[src/rtl/can_diag_defs.vh]
// Purpose: constants for the CAN diagnostic flag block
// Assumes: 25 MHz core clock, word-aligned Avalon-MM registers
// Notes: byte addresses; flag bit positions shared by all files
`ifndef CAN_DIAG_DEFS_VH
`define CAN_DIAG_DEFS_VH

`define CLK_PERIOD_NS 40
`define DOM_TIMEOUT_NS 2000
`define DOM_TIMEOUT_CYC (`DOM_TIMEOUT_NS / `CLK_PERIOD_NS)
`define DOM_CNT_W 16

`define NUM_FLAGS 14
`define NUM_RT 3
`define NUM_SYNC 17

`define FLG_OVERTEMP 0
`define FLG_RX_LOW 1
`define FLG_RX_HIGH 2
`define FLG_TX_DOM 3
`define FLG_BUS_CLAMP 4
`define FLG_OVERCUR 5
`define FLG_FAIL_PEND 6
`define FLG_FAIL_IDENT 7
`define FLG_CANL_BAT 8
`define FLG_CANL_VDD 9
`define FLG_CANL_GND 10
`define FLG_CANH_BAT 11
`define FLG_CANH_VDD 12
`define FLG_CANH_GND 13

`define RT_LSB 16

`define ADDR_FLAGS 4'h0
`define ADDR_ISTAT 4'h4
`define ADDR_IMASK 4'h8
`define ADDR_CMD 4'hc

`define CMD_FLAG_READ 32'h00002180
`define IMASK_RESET 14'h0000
`endif

[src/rtl/flag_sync.v]
// Purpose: two-stage synchroniser for asynchronous detector levels
// Assumes: inputs are slow levels, no bus coherence needed
// Notes: first stage is read only by the second stage
`timescale 1ns/1ps
`default_nettype none
module flag_sync #(
  parameter W = 1
) (
  input wire clk_i,
  input wire rst_i,
  input wire ce_i,
  input wire [W-1:0] d_i,
  output wire [W-1:0] q_o
);
  reg [W-1:0] meta_r;
  reg [W-1:0] sync_r;
  genvar g;
  generate
    for (g = 0; g < W; g = g + 1) begin : bit_g
      always @(posedge clk_i or posedge rst_i) begin
        if (rst_i) begin
          meta_r[g] <= 1'b0;
          sync_r[g] <= 1'b0;
        end else if (ce_i) begin
          meta_r[g] <= d_i[g];
          sync_r[g] <= meta_r[g];
        end
      end
    end
  endgenerate
  assign q_o = sync_r;
endmodule
`default_nettype wire

[src/rtl/flag_latch.v]
// Purpose: bank of latched fault flags
// Assumes: clr_i marks only bits already reported to the host
// Notes: a present fault always wins over a clear
`timescale 1ns/1ps
`default_nettype none
module flag_latch #(
  parameter W = 1
) (
  input wire clk_i,
  input wire rst_i,
  input wire ce_i,
  input wire [W-1:0] cond_i,
  input wire [W-1:0] clr_i,
  output wire [W-1:0] flag_o,
  output wire [W-1:0] rise_o
);
  reg [W-1:0] flag_r;
  wire [W-1:0] flag_nxt;
  genvar g;
  generate
    for (g = 0; g < W; g = g + 1) begin : bit_g
      assign flag_nxt[g] = cond_i[g] | (flag_r[g] & ~clr_i[g]);
      always @(posedge clk_i or posedge rst_i) begin
        if (rst_i) begin
          flag_r[g] <= 1'b0;
        end else if (ce_i) begin
          flag_r[g] <= flag_nxt[g];
        end
      end
    end
  endgenerate
  assign flag_o = flag_r;
  assign rise_o = flag_nxt & ~flag_r;
endmodule
`default_nettype wire

[src/rtl/can_diag_flags.v]
// Purpose: latched CAN transceiver diagnostic flags, Avalon-MM slave
// Assumes: detector inputs are asynchronous levels, high = fault
// Notes: reading the flag register is the flag-read operation
//
// The address map and the Avalon-MM interface to the registers were chosen for this implementation.
`timescale 1ns/1ps
`default_nettype none
`include "can_diag_defs.vh"

// How it works
// - overtemperature flag sets on sensor over limit; clears when cool and read
// - receive-low flag latches on short to ground; clears after recovery and read
// - receive-high flag latches on recessive stuck; clears after recovery and read
// - transmit-dominant flag latches on short low; clears after removal and read
// - bus clamp flag latches when dominant beyond timeout; clears after recovery, read
// - overcurrent flag sets above limit; clears when below and read
// - bus-failure-pending flag sets at pre-detection; clears after recovery and read
// - bus-failure-identified flag sets on classification; clears after recovery, read
// - three low-wire short flags: battery, supply, ground; recovery plus read clears
// - three high-wire short flags: battery, supply, ground; recovery plus read clears
// - flag read clears gone faults; real-time state bits are never touched
module can_diag_flags (
  input wire MCLK_I,
  input wire RESET_I,
  input wire CE_I,
  input wire [3:0] AVS_ADDRESS_I,
  input wire AVS_READ_I,
  input wire AVS_WRITE_I,
  input wire [31:0] AVS_WRITEDATA_I,
  input wire [3:0] AVS_BYTEENABLE_I,
  output wire [31:0] AVS_READDATA_O,
  output wire AVS_WAITREQUEST_O,
  output wire IRQ_O,
  input wire OVERTEMP_I,
  input wire RX_LOW_I,
  input wire RX_HIGH_I,
  input wire TX_DOM_I,
  input wire BUS_DOM_I,
  input wire OVERCURRENT_I,
  input wire BUS_FAIL_PENDING_I,
  input wire BUS_FAIL_IDENT_I,
  input wire CANL_BAT_I,
  input wire CANL_VDD_I,
  input wire CANL_GND_I,
  input wire CANH_BAT_I,
  input wire CANH_VDD_I,
  input wire CANH_GND_I,
  input wire DRV_EN_I,
  input wire RCV_EN_I,
  input wire WAKE_RCV_EN_I
);
  localparam integer DOM_CYC_I = `DOM_TIMEOUT_CYC;
  // counter is wide enough for the timeout; cut on purpose
  localparam [`DOM_CNT_W-1:0] DOM_CYC = DOM_CYC_I[`DOM_CNT_W-1:0];

  function is_reg;
    input [3:0] addr;
    input [3:0] which;
    begin
      is_reg = (addr[3:2] == which[3:2]);
    end
  endfunction

  // real-time bits ride along unlatched
  function [31:0] flags_word;
    input [`NUM_FLAGS-1:0] f;
    input [`NUM_RT-1:0] s;
    begin
      flags_word = 32'h00000000;
      flags_word[`NUM_FLAGS-1:0] = f;
      flags_word[`RT_LSB+`NUM_RT-1:`RT_LSB] = s;
    end
  endfunction

  wire [`NUM_SYNC-1:0] raw;
  wire [`NUM_SYNC-1:0] syn;
  wire [`NUM_FLAGS-1:0] cond;
  wire [`NUM_FLAGS-1:0] flag;
  wire [`NUM_FLAGS-1:0] rise;
  wire [`NUM_FLAGS-1:0] flag_clr;
  wire [`NUM_RT-1:0] rt_state;
  wire bus_dom_s;

  reg [`DOM_CNT_W-1:0] dom_cnt_r;
  reg [`DOM_CNT_W-1:0] dom_cnt_nxt;
  reg clamp_r;
  reg clamp_nxt;

  reg wait_r;
  reg wait_nxt;
  reg [31:0] rdata_r;
  reg [31:0] rdata_nxt;
  reg [`NUM_FLAGS-1:0] snap_r;
  reg [`NUM_FLAGS-1:0] snap_nxt;
  reg [`NUM_FLAGS-1:0] istat_r;
  reg [`NUM_FLAGS-1:0] istat_nxt;
  reg [`NUM_FLAGS-1:0] imask_r;
  reg [`NUM_FLAGS-1:0] imask_nxt;
  reg [`NUM_FLAGS-1:0] iclr;
  reg irq_r;
  reg irq_nxt;
  reg fclr_go;

  wire req;
  wire done;

  assign raw = {
    WAKE_RCV_EN_I, RCV_EN_I, DRV_EN_I,
    CANH_GND_I, CANH_VDD_I, CANH_BAT_I,
    CANL_GND_I, CANL_VDD_I, CANL_BAT_I,
    BUS_FAIL_IDENT_I, BUS_FAIL_PENDING_I, OVERCURRENT_I,
    BUS_DOM_I, TX_DOM_I, RX_HIGH_I, RX_LOW_I, OVERTEMP_I
  };

  // detector levels come from the analogue side
  flag_sync #(
    .W(`NUM_SYNC)
  ) u_sync (
    .clk_i(MCLK_I),
    .rst_i(RESET_I),
    .ce_i(CE_I),
    .d_i(raw),
    .q_o(syn)
  );

  assign bus_dom_s = syn[`FLG_BUS_CLAMP];
  assign rt_state = syn[`NUM_SYNC-1:`NUM_FLAGS];

  always @* begin
    dom_cnt_nxt = dom_cnt_r;
    clamp_nxt = clamp_r;
    if (!bus_dom_s) begin
      dom_cnt_nxt = {`DOM_CNT_W{1'b0}};
      clamp_nxt = 1'b0;
    end else if (dom_cnt_r >= DOM_CYC) begin
      clamp_nxt = 1'b1;
    end else begin
      dom_cnt_nxt = dom_cnt_r + {{(`DOM_CNT_W-1){1'b0}}, 1'b1};
    end
  end

  always @(posedge MCLK_I or posedge RESET_I) begin
    if (RESET_I) begin
      dom_cnt_r <= {`DOM_CNT_W{1'b0}};
    end else if (CE_I) begin
      dom_cnt_r <= dom_cnt_nxt;
    end
  end

  always @(posedge MCLK_I or posedge RESET_I) begin
    if (RESET_I) begin
      clamp_r <= 1'b0;
    end else if (CE_I) begin
      clamp_r <= clamp_nxt;
    end
  end

  assign cond = {
    syn[`FLG_CANH_GND:`FLG_CANL_BAT],
    syn[`FLG_FAIL_IDENT],
    syn[`FLG_FAIL_PEND],
    syn[`FLG_OVERCUR],
    clamp_r,
    syn[`FLG_TX_DOM:`FLG_OVERTEMP]
  };

  // clear only what the host has seen
  assign flag_clr = fclr_go ? snap_r : {`NUM_FLAGS{1'b0}};

  flag_latch #(
    .W(`NUM_FLAGS)
  ) u_latch (
    .clk_i(MCLK_I),
    .rst_i(RESET_I),
    .ce_i(CE_I),
    .cond_i(cond),
    .clr_i(flag_clr),
    .flag_o(flag),
    .rise_o(rise)
  );

  assign req = AVS_READ_I | AVS_WRITE_I;
  assign done = req & ~wait_r;

  // bus slave: answer one cycle after the request is seen
  always @* begin
    wait_nxt = 1'b1;
    rdata_nxt = rdata_r;
    snap_nxt = snap_r;
    fclr_go = 1'b0;
    iclr = {`NUM_FLAGS{1'b0}};
    imask_nxt = imask_r;
    if (req && wait_r) begin
      wait_nxt = 1'b0;
      snap_nxt = {`NUM_FLAGS{1'b0}};
      if (AVS_READ_I) begin
        // writes leave the last read word standing
        rdata_nxt = 32'h00000000;
        if (is_reg(AVS_ADDRESS_I, `ADDR_FLAGS)) begin
          rdata_nxt = flags_word(flag, rt_state);
          snap_nxt = flag;
        end else if (is_reg(AVS_ADDRESS_I, `ADDR_ISTAT)) begin
          rdata_nxt[`NUM_FLAGS-1:0] = istat_r;
          snap_nxt = istat_r;
        end else if (is_reg(AVS_ADDRESS_I, `ADDR_IMASK)) begin
          rdata_nxt[`NUM_FLAGS-1:0] = imask_r;
        end
      end else if (is_reg(AVS_ADDRESS_I, `ADDR_CMD)) begin
        if (AVS_WRITEDATA_I == `CMD_FLAG_READ) begin
          snap_nxt = flag;
        end
      end
    end else if (done) begin
      // side effects land at the completing edge
      if (AVS_READ_I && is_reg(AVS_ADDRESS_I, `ADDR_FLAGS)) begin
        fclr_go = 1'b1;
      end
      if (AVS_READ_I && is_reg(AVS_ADDRESS_I, `ADDR_ISTAT)) begin
        iclr = snap_r;
      end
      if (AVS_WRITE_I && is_reg(AVS_ADDRESS_I, `ADDR_CMD)) begin
        // command form of the flag read
        fclr_go = 1'b1;
      end
      if (AVS_WRITE_I && is_reg(AVS_ADDRESS_I, `ADDR_IMASK)) begin
        if (AVS_BYTEENABLE_I[0]) begin
          imask_nxt[7:0] = AVS_WRITEDATA_I[7:0];
        end
        if (AVS_BYTEENABLE_I[1]) begin
          imask_nxt[`NUM_FLAGS-1:8] = AVS_WRITEDATA_I[`NUM_FLAGS-1:8];
        end
      end
    end
  end

  // new fault events beat a clearing read
  // irq from the next status so it rises with the flag
  always @* begin
    istat_nxt = (istat_r & ~iclr) | rise;
    irq_nxt = |(istat_nxt & imask_nxt);
  end

  // one fixed wait cycle keeps every answer on the same edge
  always @(posedge MCLK_I or posedge RESET_I) begin
    if (RESET_I) begin
      wait_r <= 1'b1;
    end else if (CE_I) begin
      wait_r <= wait_nxt;
    end
  end

  always @(posedge MCLK_I or posedge RESET_I) begin
    if (RESET_I) begin
      rdata_r <= 32'h00000000;
    end else if (CE_I) begin
      rdata_r <= rdata_nxt;
    end
  end

  // snapshot limits a clear to bits the host has seen
  always @(posedge MCLK_I or posedge RESET_I) begin
    if (RESET_I) begin
      snap_r <= {`NUM_FLAGS{1'b0}};
    end else if (CE_I) begin
      snap_r <= snap_nxt;
    end
  end

  always @(posedge MCLK_I or posedge RESET_I) begin
    if (RESET_I) begin
      istat_r <= {`NUM_FLAGS{1'b0}};
    end else if (CE_I) begin
      istat_r <= istat_nxt;
    end
  end

  // bytes 2 and 3 of the mask word hold nothing
  always @(posedge MCLK_I or posedge RESET_I) begin
    if (RESET_I) begin
      imask_r <= `IMASK_RESET;
    end else if (CE_I) begin
      imask_r <= imask_nxt;
    end
  end

  always @(posedge MCLK_I or posedge RESET_I) begin
    if (RESET_I) begin
      irq_r <= 1'b0;
    end else if (CE_I) begin
      irq_r <= irq_nxt;
    end
  end

  assign AVS_READDATA_O = rdata_r;
  assign AVS_WAITREQUEST_O = wait_r;
  assign IRQ_O = irq_r;
endmodule
`default_nettype wire

[config.mk]
export PLATFORM = sky130hd
export DESIGN_NAME = can_diag_flags
export DESIGN_NICKNAME = d
export VERILOG_FILES = /design/src/rtl/flag_sync.v /design/src/rtl/flag_latch.v /design/src/rtl/can_diag_flags.v
export VERILOG_INCLUDE_DIRS = /design/src /design/src/rtl
export SDC_FILE = /design/constraint.sdc
export NUM_CORES = 1
export LEC_CHECK = 0
export BUFFER_PORTS_ARGS = -buffer_cell sky130_fd_sc_hd__clkbuf_2
export CAP_MARGIN = 20
export CELL_PAD_IN_SITES_DETAIL_PLACEMENT = 0
export CELL_PAD_IN_SITES_GLOBAL_PLACEMENT = 1
export CORE_MARGIN = 2
export CORE_UTILIZATION = 31
export DETAILED_ROUTE_END_ITERATION = 12
export PLACE_DENSITY_LB_ADDON = 0.25
export SETUP_SLACK_MARGIN = 0.2
export SYNTH_ARGS = -nofsm -noshare
export SYNTH_HDL_FRONTEND = slang
export SYNTH_SLANG_ARGS = --single-unit
export TNS_END_PERCENT = 100
[constraint.sdc]
create_clock -name MCLK_I -period 12.4 [get_ports MCLK_I]
set_input_delay 1.86 -clock MCLK_I [delete_from_list [all_inputs] [get_ports MCLK_I]]
set_output_delay 1.86 -clock MCLK_I [all_outputs]
set_load 0.02 [all_outputs]
After elaboration in Yosys (flattened, before gate mapping)
Cells that the tools add are included.

word-level totals
  bits in registers = 141
  input port bits = 62
  output and inout bits = 34
  logic and storage cells = 153

operators by class
  add/subtract/negate cells = 1
  magnitude comparators = 1
  equality and inequality tests = 6
  mux-type cells = 27
  bitwise logic cells = 51
  reduce and logical (&&, ||, !) cells = 11

operator list
  kind                     number
  $mux W14                 15
  $and A14 B14 Y14         3
  $eq A32 B14 Y1 const B   1
  $mux W16                 2
  $not A14 Y14             2
  $add A16 B1 Y16 const B  1
  $ge A16 B6 Y1 const B    1
  $and A1 B1 Y1            15
  $not A1 Y1               15
  $or A1 B1 Y1             15
  $or A14 B14 Y14          1
  $reduce_or A14 Y1        1
  $mux W8                  1
  $mux W1                  7
  $mux W6                  1
  $reduce_and A2 Y1        3
  $logic_and A1 B1 Y1      5
  $mux W5                  1
  $eq A2 B2 Y1 const B     2
  $ne A2 B2 Y1 const B     2
  $reduce_and A3 Y1        1
  $eq A2 B1 Y1 const B     1
  $logic_not A2 Y1         1

Logic depth before layout (Yosys ltp)
  depth after elaboration = 14
  depth in mapped cells = 8
  depth with buffers taken out = 8

Modules after synthesis
From an unflattened synthesis, not the netlist that was laid out.

unflattened totals
  cell total of the unflattened synthesis = 502
  area total of the unflattened synthesis = 5969.5 um^2

by module, submodules not included
  module          instances  cells an instance  area an instance (um^2)  seq. area each (um^2)
  can_diag_flags  1          369                3893.7                   1953.1
  flag_sync       1          73                 1421.4                   850.8
  flag_latch      1          60                 654.4                    350.3

Worst setup path after synthesis
No wires, ideal clock.

  path type = input -> register
  start point = in CE_I
  end point = reg u_sync.meta_r[10]
  setup time = 125 ps
  arrival = 3031 ps
  required time = 12275 ps
  slack = 9244 ps
  stages on the path = 4
  buffers on the path = 3
  cells stage by stage = clkbuf_1 clkbuf_1 clkbuf_1 mux2_2

RTL lines
  what                           RTL line             RTL
  start, declared                can_diag_flags.v:25  input wire CE_I,
  end signal, assigned by index  flag_sync.v:25       meta_r[g] <= d_i[g];
  end, declared                  flag_sync.v:15       reg [W-1:0] meta_r;

No word-level cell between the ends.

Worst setup path in the final report
  start point = in AVS_ADDRESS_I[2]
  end point = reg irq_r (netlist: IRQ_O)

between the ends
  longest elaborated chain between the ends = 14
  elaborated cells between the ends (all ways) = 67
  those cells by class = eq/ne (3); mux (11); bitwise (47); reduce/logical (6)

ends and longest elaborated chain
  what                   RTL line              RTL
  start, declared        can_diag_flags.v:26   input wire [3:0] AVS_ADDRESS_I,
  $logic_not A2 Y1       can_diag_flags.v:60   is_reg = (addr[3:2] == which[3:2]);
  $logic_and A1 B1 Y1    can_diag_flags.v:215  if (AVS_READ_I && is_reg(AVS_ADDRESS_I, `ADDR_FLAGS)) begin
  $mux W1                can_diag_flags.v:215
  $mux W1                can_diag_flags.v:221  if (AVS_WRITE_I && is_reg(AVS_ADDRESS_I, `ADDR_CMD)) begin
  $mux W1                can_diag_flags.v:213  end else if (done) begin
  $mux W1                can_diag_flags.v:193  if (req && wait_r) begin
  $mux W14               can_diag_flags.v:168  assign flag_clr = fclr_go ? snap_r : {`NUM_FLAGS{1'b0}};
  $not A1 Y1             flag_latch.v:22       assign flag_nxt[g] = cond_i[g] | (flag_r[g] & ~clr_i[g]);
  $and A1 B1 Y1          flag_latch.v:22
  $or A1 B1 Y1           flag_latch.v:22
  $and A14 B14 Y14       flag_latch.v:33       assign rise_o = flag_nxt & ~flag_r;
  $or A14 B14 Y14        can_diag_flags.v:239  istat_nxt = (istat_r & ~iclr) | rise;
  $and A14 B14 Y14 (*)   can_diag_flags.v:240  irq_nxt = |(istat_nxt & imask_nxt);
  $reduce_or A14 Y1 (*)  can_diag_flags.v:240
  end signal, assigned   can_diag_flags.v:290  irq_r <= irq_nxt;
  end, declared          can_diag_flags.v:100  reg irq_r;

Mark *: on every way between the ends. The rest lies on a longest branch, timed or not.
A chain may end at the register's enable or synchronous reset.

==> results.ini <==
[run_status]
status=finished, final reports clean

[global_routing]
grt.total_usage_pct=15.2
globalRouteOverflowTotal=0
first_global_vias=4281
antenna_found_initial=0
grt_max_degree=72
grt_pass1_wl_um=23500

[route]
wl_um=14800
drt_iter0_markers=238
drt_first_pass_iters=5
wire_per_inst_um=16.7
drcViolationCount=0
vias_per_cell=4.99
dr_total_vias=4435
detail-route-antenna-nets=0

[layout]
n_antenna_cell=0
design_area_um2=7070
multi_input_area_um2=2540
drive_above_1_share_pct=26.0
areaGrowthSynthToFinish_pct=19.4
nets=706
ff_latch_area_um2=3150
fill_cells=1853

[cts]
clockRootBuffer=clkbuf_16
worstSkewPairLatency_ns=0.41
clock-sinks=126
cts_tree=done
clkTransAtPathRegs_ns=0.05
clk_path_buf_depth=2
h-tree-depth=4
cts_setup_buffers=0
cts_hold_buf=0
cts_resized=0
cts_buffers=17

[timing]
max_slew_margin_pct=33.5
hold_violations=0
setup_tns_ns=0
skew_ns=0.00751
tightestPinTransition_ns=0.996
finalCritPeriodShare_pct=29.7
clock.fmax_ghz=0.271
finalCriticalPeriod_ns=3.68
drv_slew=0
final-setup-viol-count=0
grt_setup_unrepaired=false

[placed_design]
hpwlAfterDp_um=10100
gp_congestion=0.803
numPortBuffers=76
placed_area_um2=6460

[setup_path]
crit_type=in -> reg
r2r-start=dom_cnt_r[0]$_DFFE_PP0P_
worstSetupEndpoint=IRQ_O$_DFFE_PP0P_
crit_path_start_kind=input port
reg2reg_slack_ns=10.34
r2r_end=dom_cnt_r[4]$_DFFE_PP0P_
required_ns=12.69
cp-startpoint=AVS_ADDRESS_I[2]
reg2regPathDepth=8
worstPathArrival_ns=3.97
end_kind=flop
crit_fanout=21

[power_and_ir_drop]
ir_drop_mv=0.101
p_comb_share_pct=15.4
p_int_w=0.000893
p_leak_nw=3.23
power.switching_w=0.000335
p_per_area_nw_per_um2=174
switching_share_pct=27.3
power_frac_seq_pct=42.5
clkPwrFrac_pct=42.1

[logic_synthesis]
synth-edff-count=0
ys_async_sr_fraction_pct=100
synth-seq-area-share_pct=53.3
syn_inst=571
yosys_warnings=0
synth.ff_latch_count=126
netlist_area_um2=5920
ys.flop_type=dfrtp_1
ys_types=49
syn_avg_cell_area_um2=10.4

[floorplanning]
die_area_um2=20200
die_x_um=142
initial_core_util_pct=31.6
coreArea_um2=18700
ioPinCount=96
rows=50
die_y_um=142

[job]
drv_cap=0

[worst_hold_path]
hold_path_class=reg -> reg

[Yosys cell counts, drive strengths merged (2+ instances only)]
cell type | count | area [um^2]
and2 | 2 | 15.0
nand4 | 2 | 12.5
nor3b | 2 | 26.3
o21ai | 36 | 180
mux2 | 46 | 518
or3 | 3 | 18.8
ha | 2 | 25.0
a22o | 12 | 105
a22oi | 11 | 82.6
clkbuf | 17 | 63.8
buf | 27 | 173
and3 | 2 | 12.5
dfrtp | 125 | 3130
inv | 9 | 33.8
o31ai | 2 | 15.0
a31oi | 5 | 31.3
o22ai | 7 | 43.8
o211ai | 7 | 52.6
and4bb | 2 | 25.0
nand2 | 91 | 352
nor2b | 16 | 100
a21oi | 43 | 215
nor4 | 9 | 75.1
nor2 | 38 | 143
nor3 | 5 | 35.0
nand3 | 13 | 65.1
mux2i | 25 | 250
[layout by cell type (no fill, tap or decap), types with 7 or more instances in the layout]
| cell type | netlist | final |
|---|---|---|
| mux2_2 | 46 | 46 |
| inv_1 | 9 | 8 |
| o211ai_1 | 7 | 7 |
| mux2i_1 | 25 | 25 |
| o22ai_1 | 7 | 7 |
| clkbuf_16 | 0 | 17 |
| dfrtp_1 | 125 | 125 |
| clkbuf_2 | 0 | 75 |
| buf_4 | 17 | 7 |
| nor2_1 | 38 | 38 |
| a22o_1 | 12 | 12 |
| a22oi_1 | 11 | 11 |
| a21oi_1 | 43 | 43 |
| o21ai_0 | 35 | 35 |
| nand2_1 | 89 | 89 |
| nor2b_1 | 16 | 16 |
| nand3_1 | 13 | 13 |
| conb_1 | 1 | 15 |
[critical path, cell delays in order]
cell	delay, ns
clkbuf_2	0.58
and4bb_2	0.66
nand2_1	0.10
a21oi_1	0.28
o22ai_1	0.14
nor4_1	0.23
a31oi_1	0.11
[stage by stage]
step	hold slack (ns)	setup slack, ns	power (W)	std cells	utilization (%)
6_report	0.473	8.72	0.00123	888	37.8
5_1_grt	0.509	8.47	0.00129	888	37.8
4_1_cts	0.482	8.74	0.00124	888	37.8
3_5_place_dp	0.470	8.30	0.000721	857	34.5
3_3_place_gp	0.464	8.26	0.000714	857	34.5
2_1_floorplan	0.449	7.19	0.000654	585	-
[per-layer routing]
layer | vias up | track usage (%) | wire length [um]
li1 | 2131 | - | -
met1 | 2137 | 21.7 | 7170
met2 | 152 | 22.7 | 6540
met3 | 15 | 3.60 | 902
met4 | 0 | 5.42 | 216
met5 | - | 0 | 0
[sequential cells by signal (all words and copies together) (netlist names), 14 cells and up]
name,count
AVS_READDATA_O,17
dom_cnt_r,16
imask_r,14
istat_r,14
snap_r,14
u_latch.flag_o,14
u_sync.meta_r,17
u_sync.q_o,17
[final cells by class]
type	instances	share of cell area (%)
clock buffers	25	7.15
clock inverters	6	1.49
inverters	9	0.513
multi-input cells	406	36.0
flip-flops and latches	126	44.6
well taps	234	4.14
repair buffers	82	6.06
[power groups by stage]
stage	logic, W	registers (W)	clock network [W]
after floorplan	0.000121	0.000533	0
after global placement	0.000189	0.000525	0
after detailed placement	0.000192	0.000529	0
after CTS	0.000192	0.000522	0.000530
after global routing	0.000212	0.000531	0.000546
final	0.000190	0.000522	0.000517
[kinds of logic (layout without fill, tap and decap cells)]
family,Yosys count,after routing,share of synthesized area (%)
AO/OA/AOI/OAI,128,128,13.1
XOR/XNOR,1,1,0.148
multiplexers,71,71,13.0
other,1,15,0.0634
AND/OR/NAND/NOR,189,189,15.4
flip-flops,126,126,53.3
adder cells (fa/ha/maj),2,2,0.423
buffers and inverters,53,122,4.57
[worst min-delay path by stage]
stage                                             start                       endpoint  slack, ns  cells past startpoint
after floorplan            u_sync.meta_r[0]$_DFFE_PP0P_      u_sync.q_o[0]$_DFFE_PP0P_       0.45                      2
after global placement    AVS_READDATA_O[2]$_DFFE_PP0P_  AVS_READDATA_O[2]$_DFFE_PP0P_       0.46                      2
after detailed placement  AVS_READDATA_O[2]$_DFFE_PP0P_  AVS_READDATA_O[2]$_DFFE_PP0P_       0.47                      2
after CTS                 AVS_READDATA_O[2]$_DFFE_PP0P_  AVS_READDATA_O[2]$_DFFE_PP0P_       0.48                      2
after global routing      AVS_READDATA_O[3]$_DFFE_PP0P_  AVS_READDATA_O[3]$_DFFE_PP0P_       0.51                      2
final                     AVS_READDATA_O[2]$_DFFE_PP0P_  AVS_READDATA_O[2]$_DFFE_PP0P_       0.47                      2
No activity file was read; power rests on OpenSTA's default activity.
